$ cat src/include/pcf_pkg.sv
// Constants shared by the I/O cell bank and its register interface
package pcf_pkg;
   // Register byte offsets
   localparam logic [4:0]  PCF_CTRL_OFS    = 5'h00;
   localparam logic [4:0]  PCF_USED_OFS    = 5'h04;
   localparam logic [4:0]  PCF_IN_REG_OFS  = 5'h08;
   localparam logic [4:0]  PCF_OUT_REG_OFS = 5'h0C;
   localparam logic [4:0]  PCF_OE_REG_OFS  = 5'h10;
   localparam logic [4:0]  PCF_PULLUP_OFS  = 5'h14;
   localparam logic [4:0]  PCF_STATUS_OFS  = 5'h18;
   localparam logic [4:0]  PCF_PAD_IN_OFS  = 5'h1C;
   localparam int unsigned PCF_ADDR_W      = 5;
   // Field positions
   localparam int unsigned PCF_CTRL_FRZ_EN_BIT = 0;
   localparam int unsigned PCF_STAT_USER_BIT   = 0;
   localparam int unsigned PCF_STAT_FRZ_BIT    = 1;
   // Reset values
   localparam logic        PCF_CTRL_FRZ_EN_RST = 1'h0;
   localparam logic [31:0] PCF_MASK_RST        = 32'h0000_0000;
   // Bus responses
   localparam logic [1:0]  PCF_RESP_OKAY   = 2'h0;
   localparam logic [1:0]  PCF_RESP_SLVERR = 2'h2;
   // Configuration phase of the bank
   typedef enum logic [1:0] {
      PCF_ST_PRECFG = 2'b01,
      PCF_ST_USER   = 2'b10
   } pcf_cfg_state_t;
endpackage : pcf_pkg

$ cat src/rtl/pcf_cell.sv
// One I/O cell: input capture, freeze hold, output and tri-state registers
`timescale 1ns/10ps
module pcf_cell (
   // Clock and reset
   input  wire logic sys_clk_in,
   input  wire logic resetn_in,
   // Bank-level control
   input  wire logic user_mode_in,
   input  wire logic freeze_in,
   input  wire logic in_cap_en_in,
   input  wire logic out_cap_en_in,
   // Cell configuration
   input  wire logic used_in,
   input  wire logic in_reg_sel_in,
   input  wire logic out_reg_sel_in,
   input  wire logic oe_reg_sel_in,
   input  wire logic pullup_sel_in,
   // Core side
   input  wire logic core_dout_in,
   input  wire logic core_oe_in,
   output logic      core_din_out,
   // Pad side
   input  wire logic pad_data_in,
   output logic      pad_data_out,
   output logic      pad_oe_out,
   output logic      pad_pullup_out
);
   logic in_cap_q;
   logic hold_q;
   logic out_q;
   logic oe_q;
   logic din_d;
   logic dout_d;
   logic oe_d;
   logic pullup_d;

   // Input capture register section
   always_ff @(posedge sys_clk_in or negedge resetn_in) begin
      if (!resetn_in) begin
         in_cap_q <= 1'b0;
      end else if (in_cap_en_in) begin
         in_cap_q <= pad_data_in;
      end
   end

   // Freeze hold: tracks the pad until the bank freeze is raised
   always_ff @(posedge sys_clk_in or negedge resetn_in) begin
      if (!resetn_in) begin
         hold_q <= 1'b0;
      end else if (!freeze_in) begin
         hold_q <= pad_data_in;
      end
   end

   // Output register section and tri-state register section
   always_ff @(posedge sys_clk_in or negedge resetn_in) begin
      if (!resetn_in) begin
         out_q <= 1'b0;
         oe_q  <= 1'b0;
      end else if (out_cap_en_in) begin
         out_q <= core_dout_in;
         oe_q  <= core_oe_in;
      end
   end

   always_comb begin
      din_d    = 1'b0;
      dout_d   = 1'b0;
      oe_d     = 1'b0;
      pullup_d = 1'b1;
      if (user_mode_in) begin
         pullup_d = 1'b0;
         if (used_in) begin
            pullup_d = pullup_sel_in;
            if (in_reg_sel_in) begin
               din_d = in_cap_q;
            end else begin
               din_d = freeze_in ? hold_q : pad_data_in;
            end
            dout_d = out_reg_sel_in ? out_q : core_dout_in;
            oe_d   = oe_reg_sel_in ? oe_q : core_oe_in;
         end
      end
   end

   always_ff @(posedge sys_clk_in or negedge resetn_in) begin
      if (!resetn_in) begin
         core_din_out   <= 1'b0;
         pad_data_out   <= 1'b0;
         pad_oe_out     <= 1'b0;
         pad_pullup_out <= 1'b1;
      end else begin
         core_din_out   <= din_d;
         pad_data_out   <= oe_d ? dout_d : 1'b0;
         pad_oe_out     <= oe_d;
         pad_pullup_out <= pullup_d;
      end
   end
endmodule : pcf_cell

$ cat src/rtl/pcf_bank.sv
// Bank of programmable I/O cells with shared freeze and AXI4-Lite control
// Notes on behaviour
// - each cell has input capture, output and tri-state register sections.
// - input registers sample the pad on the ingress enable before the core.
// - per cell, core data goes to the pad registered or directly.
// - optional freeze holds unregistered inputs steady on the core side.
// - one freeze control serves every cell in the bank.
// - registered inputs skip the freeze and hold when their enable stops.
// - while frozen the last value holds; on release the pad is tracked again.
// - before configuration pins are high impedance with weak pull-up.
// - user settings apply only after reset release and configuration done.
// - unused cells get input blocked and pull-up off after configuration.
// - each cell chooses weak pull-up or none on its own.
//
// The register addresses and the AXI4-Lite register port were left to the implementer.
`timescale 1ns/10ps
module pcf_bank #(
   parameter int unsigned NUM_CELLS = 8
) (
   // Clock and reset
   input  wire logic                             sys_clk_in,
   input  wire logic                             resetn_in,
   // AXI4-Lite write
   input  wire logic [pcf_pkg::PCF_ADDR_W-1:0]   s_axi_awaddr_in,
   input  wire logic                             s_axi_awvalid_in,
   output logic                                  s_axi_awready_out,
   input  wire logic [31:0]                      s_axi_wdata_in,
   input  wire logic [3:0]                       s_axi_wstrb_in,
   input  wire logic                             s_axi_wvalid_in,
   output logic                                  s_axi_wready_out,
   output logic [1:0]                            s_axi_bresp_out,
   output logic                                  s_axi_bvalid_out,
   input  wire logic                             s_axi_bready_in,
   // AXI4-Lite read
   input  wire logic [pcf_pkg::PCF_ADDR_W-1:0]   s_axi_araddr_in,
   input  wire logic                             s_axi_arvalid_in,
   output logic                                  s_axi_arready_out,
   output logic [31:0]                           s_axi_rdata_out,
   output logic [1:0]                            s_axi_rresp_out,
   output logic                                  s_axi_rvalid_out,
   input  wire logic                             s_axi_rready_in,
   // Device bring-up
   input  wire logic                             por_released_in,
   input  wire logic                             config_done_in,
   // Bank clocking and freeze
   input  wire logic                             freeze_in,
   input  wire logic                             in_clk_en_in,
   input  wire logic                             out_clk_en_in,
   input  wire logic                             clk_en_in,
   // Core side
   input  wire logic [NUM_CELLS-1:0]             core_dout_in,
   input  wire logic [NUM_CELLS-1:0]             core_oe_in,
   output logic      [NUM_CELLS-1:0]             core_din_out,
   // Pad side
   input  wire logic [NUM_CELLS-1:0]             pad_data_in,
   output logic      [NUM_CELLS-1:0]             pad_data_out,
   output logic      [NUM_CELLS-1:0]             pad_oe_out,
   output logic      [NUM_CELLS-1:0]             pad_pullup_out
);
   import pcf_pkg::*;

   pcf_cfg_state_t             cfg_state_q;
   logic                       frz_en_q;
   logic [NUM_CELLS-1:0]       used_q;
   logic [NUM_CELLS-1:0]       in_reg_q;
   logic [NUM_CELLS-1:0]       out_reg_q;
   logic [NUM_CELLS-1:0]       oe_reg_q;
   logic [NUM_CELLS-1:0]       pullup_q;
   logic                       aw_got_q;
   logic                       w_got_q;
   logic [PCF_ADDR_W-1:0]      awaddr_q;
   logic [31:0]                wdata_q;
   logic [3:0]                 wstrb_q;
   logic                       user_mode;
   logic                       freeze_act;
   logic                       in_cap_en;
   logic                       out_cap_en;
   logic                       wr_fire;
   logic [31:0]                wr_cur;
   logic [31:0]                wr_new;

   // Merge write data into a register image under byte strobes
   function automatic logic [31:0] pcf_merge(input logic [31:0] cur,
                                             input logic [31:0] wd,
                                             input logic [3:0]  strb);
      logic [31:0] res;
      res = cur;
      for (int i = 0; i < 4; i++) begin
         if (strb[i]) begin
            res[8*i +: 8] = wd[8*i +: 8];
         end
      end
      return res;
   endfunction : pcf_merge

   // Widen a cell mask to a bus word
   function automatic logic [31:0] pcf_word(input logic [NUM_CELLS-1:0] m);
      logic [31:0] res;
      res = PCF_MASK_RST;
      res[NUM_CELLS-1:0] = m;
      return res;
   endfunction : pcf_word

   // Decode a byte address to a mapped register
   function automatic logic pcf_mapped(input logic [PCF_ADDR_W-1:0] a);
      logic res;
      res = 1'b0;
      case (a)
         PCF_CTRL_OFS, PCF_USED_OFS, PCF_IN_REG_OFS, PCF_OUT_REG_OFS,
         PCF_OE_REG_OFS, PCF_PULLUP_OFS, PCF_STATUS_OFS, PCF_PAD_IN_OFS: begin
            res = 1'b1;
         end
         default: begin
            res = 1'b0;
         end
      endcase
      return res;
   endfunction : pcf_mapped

   assign user_mode  = (cfg_state_q == PCF_ST_USER);
   assign freeze_act = freeze_in & frz_en_q;
   assign in_cap_en  = in_clk_en_in & clk_en_in;
   assign out_cap_en = out_clk_en_in & clk_en_in;
   assign wr_fire    = aw_got_q & w_got_q & ~s_axi_bvalid_out;
   assign wr_new     = pcf_merge(wr_cur, wdata_q, wstrb_q);

   // Bring-up: pins stay in their pre-configuration state until both events
   always_ff @(posedge sys_clk_in or negedge resetn_in) begin
      if (!resetn_in) begin
         cfg_state_q <= PCF_ST_PRECFG;
      end else begin
         case (cfg_state_q)
            PCF_ST_PRECFG: begin
               if (por_released_in && config_done_in) begin
                  cfg_state_q <= PCF_ST_USER;
               end
            end
            PCF_ST_USER: begin
               cfg_state_q <= PCF_ST_USER;
            end
            default: begin
               cfg_state_q <= PCF_ST_PRECFG;
            end
         endcase
      end
   end

   // Write address and data channels, taken in either order
   always_ff @(posedge sys_clk_in or negedge resetn_in) begin
      if (!resetn_in) begin
         aw_got_q          <= 1'b0;
         w_got_q           <= 1'b0;
         awaddr_q          <= '0;
         wdata_q           <= PCF_MASK_RST;
         wstrb_q           <= 4'h0;
         s_axi_awready_out <= 1'b1;
         s_axi_wready_out  <= 1'b1;
      end else begin
         if (s_axi_awvalid_in && s_axi_awready_out) begin
            aw_got_q          <= 1'b1;
            awaddr_q          <= s_axi_awaddr_in;
            s_axi_awready_out <= 1'b0;
         end
         if (s_axi_wvalid_in && s_axi_wready_out) begin
            w_got_q          <= 1'b1;
            wdata_q          <= s_axi_wdata_in;
            wstrb_q          <= s_axi_wstrb_in;
            s_axi_wready_out <= 1'b0;
         end
         if (s_axi_bvalid_out && s_axi_bready_in) begin
            aw_got_q          <= 1'b0;
            w_got_q           <= 1'b0;
            s_axi_awready_out <= 1'b1;
            s_axi_wready_out  <= 1'b1;
         end
      end
   end

   // Write response
   always_ff @(posedge sys_clk_in or negedge resetn_in) begin
      if (!resetn_in) begin
         s_axi_bvalid_out <= 1'b0;
         s_axi_bresp_out  <= PCF_RESP_OKAY;
      end else if (wr_fire) begin
         s_axi_bvalid_out <= 1'b1;
         s_axi_bresp_out  <= pcf_mapped(awaddr_q) ? PCF_RESP_OKAY : PCF_RESP_SLVERR;
      end else if (s_axi_bready_in) begin
         s_axi_bvalid_out <= 1'b0;
      end
   end

   always_comb begin
      case (awaddr_q)
         PCF_USED_OFS:    wr_cur = pcf_word(used_q);
         PCF_IN_REG_OFS:  wr_cur = pcf_word(in_reg_q);
         PCF_OUT_REG_OFS: wr_cur = pcf_word(out_reg_q);
         PCF_OE_REG_OFS:  wr_cur = pcf_word(oe_reg_q);
         PCF_PULLUP_OFS:  wr_cur = pcf_word(pullup_q);
         default:         wr_cur = PCF_MASK_RST;
      endcase
   end

   // Control and per-cell configuration registers
   always_ff @(posedge sys_clk_in or negedge resetn_in) begin
      if (!resetn_in) begin
         frz_en_q  <= PCF_CTRL_FRZ_EN_RST;
         used_q    <= PCF_MASK_RST[NUM_CELLS-1:0];
         in_reg_q  <= PCF_MASK_RST[NUM_CELLS-1:0];
         out_reg_q <= PCF_MASK_RST[NUM_CELLS-1:0];
         oe_reg_q  <= PCF_MASK_RST[NUM_CELLS-1:0];
         pullup_q  <= PCF_MASK_RST[NUM_CELLS-1:0];
      end else if (wr_fire) begin
         case (awaddr_q)
            PCF_CTRL_OFS: begin
               if (wstrb_q[0]) begin
                  frz_en_q <= wdata_q[PCF_CTRL_FRZ_EN_BIT];
               end
            end
            PCF_USED_OFS: begin
               used_q <= wr_new[NUM_CELLS-1:0];
            end
            PCF_IN_REG_OFS: begin
               in_reg_q <= wr_new[NUM_CELLS-1:0];
            end
            PCF_OUT_REG_OFS: begin
               out_reg_q <= wr_new[NUM_CELLS-1:0];
            end
            PCF_OE_REG_OFS: begin
               oe_reg_q <= wr_new[NUM_CELLS-1:0];
            end
            PCF_PULLUP_OFS: begin
               pullup_q <= wr_new[NUM_CELLS-1:0];
            end
            default: begin
               frz_en_q <= frz_en_q;
            end
         endcase
      end
   end

   // Read channel
   always_ff @(posedge sys_clk_in or negedge resetn_in) begin
      if (!resetn_in) begin
         s_axi_arready_out <= 1'b1;
         s_axi_rvalid_out  <= 1'b0;
         s_axi_rdata_out   <= PCF_MASK_RST;
         s_axi_rresp_out   <= PCF_RESP_OKAY;
      end else if (s_axi_arvalid_in && s_axi_arready_out) begin
         s_axi_arready_out <= 1'b0;
         s_axi_rvalid_out  <= 1'b1;
         s_axi_rresp_out   <= pcf_mapped(s_axi_araddr_in) ? PCF_RESP_OKAY : PCF_RESP_SLVERR;
         case (s_axi_araddr_in)
            PCF_CTRL_OFS: begin
               s_axi_rdata_out <= PCF_MASK_RST;
               s_axi_rdata_out[PCF_CTRL_FRZ_EN_BIT] <= frz_en_q;
            end
            PCF_USED_OFS:    s_axi_rdata_out <= pcf_word(used_q);
            PCF_IN_REG_OFS:  s_axi_rdata_out <= pcf_word(in_reg_q);
            PCF_OUT_REG_OFS: s_axi_rdata_out <= pcf_word(out_reg_q);
            PCF_OE_REG_OFS:  s_axi_rdata_out <= pcf_word(oe_reg_q);
            PCF_PULLUP_OFS:  s_axi_rdata_out <= pcf_word(pullup_q);
            PCF_STATUS_OFS: begin
               s_axi_rdata_out <= PCF_MASK_RST;
               s_axi_rdata_out[PCF_STAT_USER_BIT] <= user_mode;
               s_axi_rdata_out[PCF_STAT_FRZ_BIT]  <= freeze_act;
            end
            PCF_PAD_IN_OFS:  s_axi_rdata_out <= pcf_word(pad_data_in);
            default:         s_axi_rdata_out <= PCF_MASK_RST;
         endcase
      end else if (s_axi_rvalid_out && s_axi_rready_in) begin
         s_axi_rvalid_out  <= 1'b0;
         s_axi_arready_out <= 1'b1;
      end
   end

   // One cell per pad, all sharing the bank freeze and enables
   for (genvar g = 0; g < NUM_CELLS; g++) begin : g_cell
      pcf_cell u_cell (
         .sys_clk_in     (sys_clk_in),
         .resetn_in      (resetn_in),
         .user_mode_in   (user_mode),
         .freeze_in      (freeze_act),
         .in_cap_en_in   (in_cap_en),
         .out_cap_en_in  (out_cap_en),
         .used_in        (used_q[g]),
         .in_reg_sel_in  (in_reg_q[g]),
         .out_reg_sel_in (out_reg_q[g]),
         .oe_reg_sel_in  (oe_reg_q[g]),
         .pullup_sel_in  (pullup_q[g]),
         .core_dout_in   (core_dout_in[g]),
         .core_oe_in     (core_oe_in[g]),
         .core_din_out   (core_din_out[g]),
         .pad_data_in    (pad_data_in[g]),
         .pad_data_out   (pad_data_out[g]),
         .pad_oe_out     (pad_oe_out[g]),
         .pad_pullup_out (pad_pullup_out[g])
      );
   end
endmodule : pcf_bank

$ cat config.mk
export PLATFORM = sky130hd
export DESIGN_NAME = pcf_bank
export DESIGN_NICKNAME = d
export VERILOG_FILES = /design/src/include/pcf_pkg.sv /design/src/rtl/pcf_cell.sv /design/src/rtl/pcf_bank.sv
export SDC_FILE = /design/constraint.sdc
export NUM_CORES = 1
export LEC_CHECK = 0
export BUFFER_PORTS_ARGS = -buffer_cell sky130_fd_sc_hd__buf_2
export CAP_MARGIN = 20
export CORE_ASPECT_RATIO = 0.7
export CORE_MARGIN = 2
export CORE_UTILIZATION = 40
export CTS_BUF_LIST = sky130_fd_sc_hd__clkbuf_4
export CTS_CLUSTER_SIZE = 30
export DETAILED_ROUTE_END_ITERATION = 12
export SKIP_CTS_REPAIR_TIMING = 1
export SYNTH_ARGS = -nofsm -noshare
export SYNTH_HDL_FRONTEND = slang
export SYNTH_SLANG_ARGS = --single-unit
export TNS_END_PERCENT = 30
$ cat constraint.sdc
create_clock -name sys_clk_in -period 1.7 [get_ports sys_clk_in]
set_input_delay 0.34 -clock sys_clk_in [delete_from_list [all_inputs] [get_ports sys_clk_in]]
set_output_delay 0.34 -clock sys_clk_in [all_outputs]
set_load 0.01 [all_outputs]
==> flow_summary.yaml <==
power:
  fin_total_pwr_uw: 11700
  swShare_pct: 37.9
  p_sw_uw: 4430
  p_comb_share_pct: 37.1
  powerDensity_mw_per_mm2: 1480
  p_seq_share_pct: 45.6
  p_leak_uw: 0.00377
  clock_power_share_pct: 17.3
  internal_power_uw: 7270
  peakVddDrop_mv: 0.655
die:
  dieArea_mm2: 0.0178
  die_h_um: 112
  initial_core_util_pct: 40.8
  ios: 156
  fp.dieW_um: 158
  coreArea_mm2: 0.0163
  rows: 39
logic_synthesis:
  syn-cell-area_mm2: 0.00668
  synth_common_cells: "126 x dfrtp_1, 64 x buf_4, 63 x nor2_1, 60 x nand2_1, 53 x mux2_2"
  synth-seq-area-share_pct: 51.9
  ys_types: 48
  synth_edf_count: 0
  ys_seq_elements: 138
  synth_most_common_cell: "dfrtp_1"
  synth.avg_cell_area_um2: 11.1
  synth_top_area_share_pct: 47.2
  synth_ff_type: "dfrtp_1"
  synthArstFlopShare_pct: 100
  ys_top_cells_by_area: "dfrtp_1 47%, mux2_2 8.9%, buf_4 7.2%"
  synth_top_area_cell: "dfrtp_1"
  synthCells: 602
  ys.warnings.count: 0
placement:
  portBuffers: 102
  place_congestion: 0.958
  hpwlAfterDp_mm: 12.7
  pre_cts_ws_ns: -0.000941
layout:
  drive_gt1_share_pct: 37.4
  diodes: 0
  fillers: 1511
  nets: 818
  ff_latch_area_mm2: 0.00347
  multiInputGateArea_mm2: 0.00269
  post-route-util_pct: 48.3
  syn2layout_area_growth_pct: 18.1
global_route:
  grt_max_degree: 39
  grt_pass1_wl_mm: 26.3
  grt-ovfl-total: 0
  antenna_found_initial: 0
  grt_util_all_layers_pct: 19.6
  grt_pass1_vias: 4881
hold_path:
  whs_path_depth: 2
  min_from: "s_axi_awaddr_in[1]"
  holdCritPathClass: "input pin to register"
  hold-path-endpoint: "awaddr_q[1]$_DFFE_PN0P_"
timing:
  fin_crit_sh_pct: 95.4
  rsz0062_at_grt: "true"
  final.setup_skew_ns: 0.0276
  fin_hold_ws_ns: 0.0420
  finalHoldViolations: 0
  fmax_mhz: 617
  slew_violations: 0
  setup_slack_ns: 0.0786
  tns_ns: 0
  setup-violations-final: 0
  period_needed_ns: 1.62
critical_path:
  arrival_ns: 2.04
  reg2reg_slack_ns: 0.08
  critPathKind: "register to register"
  cp_max_fo: 5
  required_ns: 2.12
  worstReg2RegEnd: "in_reg_q[2]$_DFFE_PN0P_"
  crit_path_end_kind: "register"
  r2r_cells: 4
  r2r_start: "awaddr_q[1]$_DFFE_PN0P_"
  start_kind: "register"
route:
  avgViaCountPerCell: 5.11
  vias: 4958
  wl_met2_mm: 6.99
  met1Wirelength_mm: 8.38
  finalWirelength_mm: 16.8
  wl_met3_mm: 1.30
  drtAntennaViolNets: 0
  drc: 0
  drt_iter0_markers: 283
  wl_per_cell_um: 17.3
  dr.pass1.iters: 5
  top_layer: "met4"
clocking:
  clock_sinks: 138
  cts_tree: "yes"
  cts_root_buf: "clkbuf_4"
  cts_max_level: 4
  clk_pin_slew_ns: 0.11
  cts_buffers: 17
  clock_latency_ns: 0.53
  cts_buffer_depth: 2
outcome:
  status: "completed"
flow_run:
  maxCapViolCount: 0
-- metrics by stage --
stage / std cells / instance area [µm²]
detailed placement: 921 / 7400
floorplan: 627 / 6770
finish: 971 / 7890
global route: 971 / 7890
global placement: 921 / 7400
CTS: 953 / 7660
-- final cells by class --
class	count	area share, %
sequential	138	44.0
clock inverter	12	1.38
tap	225	3.57
clock buffer	20	1.90
inverter	10	0.476
timing repair buffer	172	14.5
multi-input combinational	394	34.2
-- worst max-delay path, stage by stage, from the launching register on --
cell     delay [ns]
dfrtp_1        0.41
or2_4          0.29
a211o_1        0.27
o211a_1        0.27
mux2_2         0.28
-- worst max-delay path by stage --
stage | to | slack (ns) | cells past startpoint | startpoint
global placement | oe_reg_q[1]$_DFFE_PN0P_ | 0.05 | 5 | awaddr_q[2]$_DFFE_PN0P_
floorplan | used_q[2]$_DFFE_PN0P_ | 0.20 | 4 | awaddr_q[3]$_DFFE_PN0P_
global route | used_q[5]$_DFFE_PN0P_ | -0.003 | 5 | awaddr_q[1]$_DFFE_PN0P_
CTS | out_reg_q[5]$_DFFE_PN0P_ | -0.06 | 5 | awaddr_q[2]$_DFFE_PN0P_
detailed placement | pullup_q[1]$_DFFE_PN0P_ | -0.0009 | 5 | awaddr_q[2]$_DFFE_PN0P_
finish | in_reg_q[2]$_DFFE_PN0P_ | 0.08 | 4 | awaddr_q[1]$_DFFE_PN0P_
-- cells in the final DEF, fill, tap and decap left out, types with 11 or more instances in the layout --
master           n
buf_4           53
o21ai_0         16
dfrtp_1        122
dfstp_2         12
nand2_1         60
a31oi_1         37
nor2_1          63
mux2_2          53
mux2i_1         41
conb_1          26
buf_2          101
clkbuf_4        20
dlygate4sd3_1   11
-- per-layer routing --
layer | vias up | global-route usage (%)
met4 | 0 | 4.86
met3 | 15 | 5.06
met2 | 198 | 27.4
li1 | 2314 | -
met1 | 2431 | 30.2
met5 | - | 0
-- power by group through the flow --
stage	clock network, µW	registers, µW	logic (µW)
5_1_grt	2240	5470	4770
2_1_floorplan	0	5030	2980
4_1_cts	2110	5300	4020
3_3_place_gp	0	5320	3890
3_5_place_dp	0	5360	4010
6_report	2030	5340	4340
-- cell families after synthesis --
logic type	after synthesis	synth area share (%)
fa+ha+maj	2	0.375
flops	138	51.9
simple gates	165	11.3
mux	96	15.6
compound gates	104	10.9
other cells	1	0.0562
buf+inv	95	9.67
xor+xnor	1	0.131
Note: power is estimated with default switching activity, not from simulation.
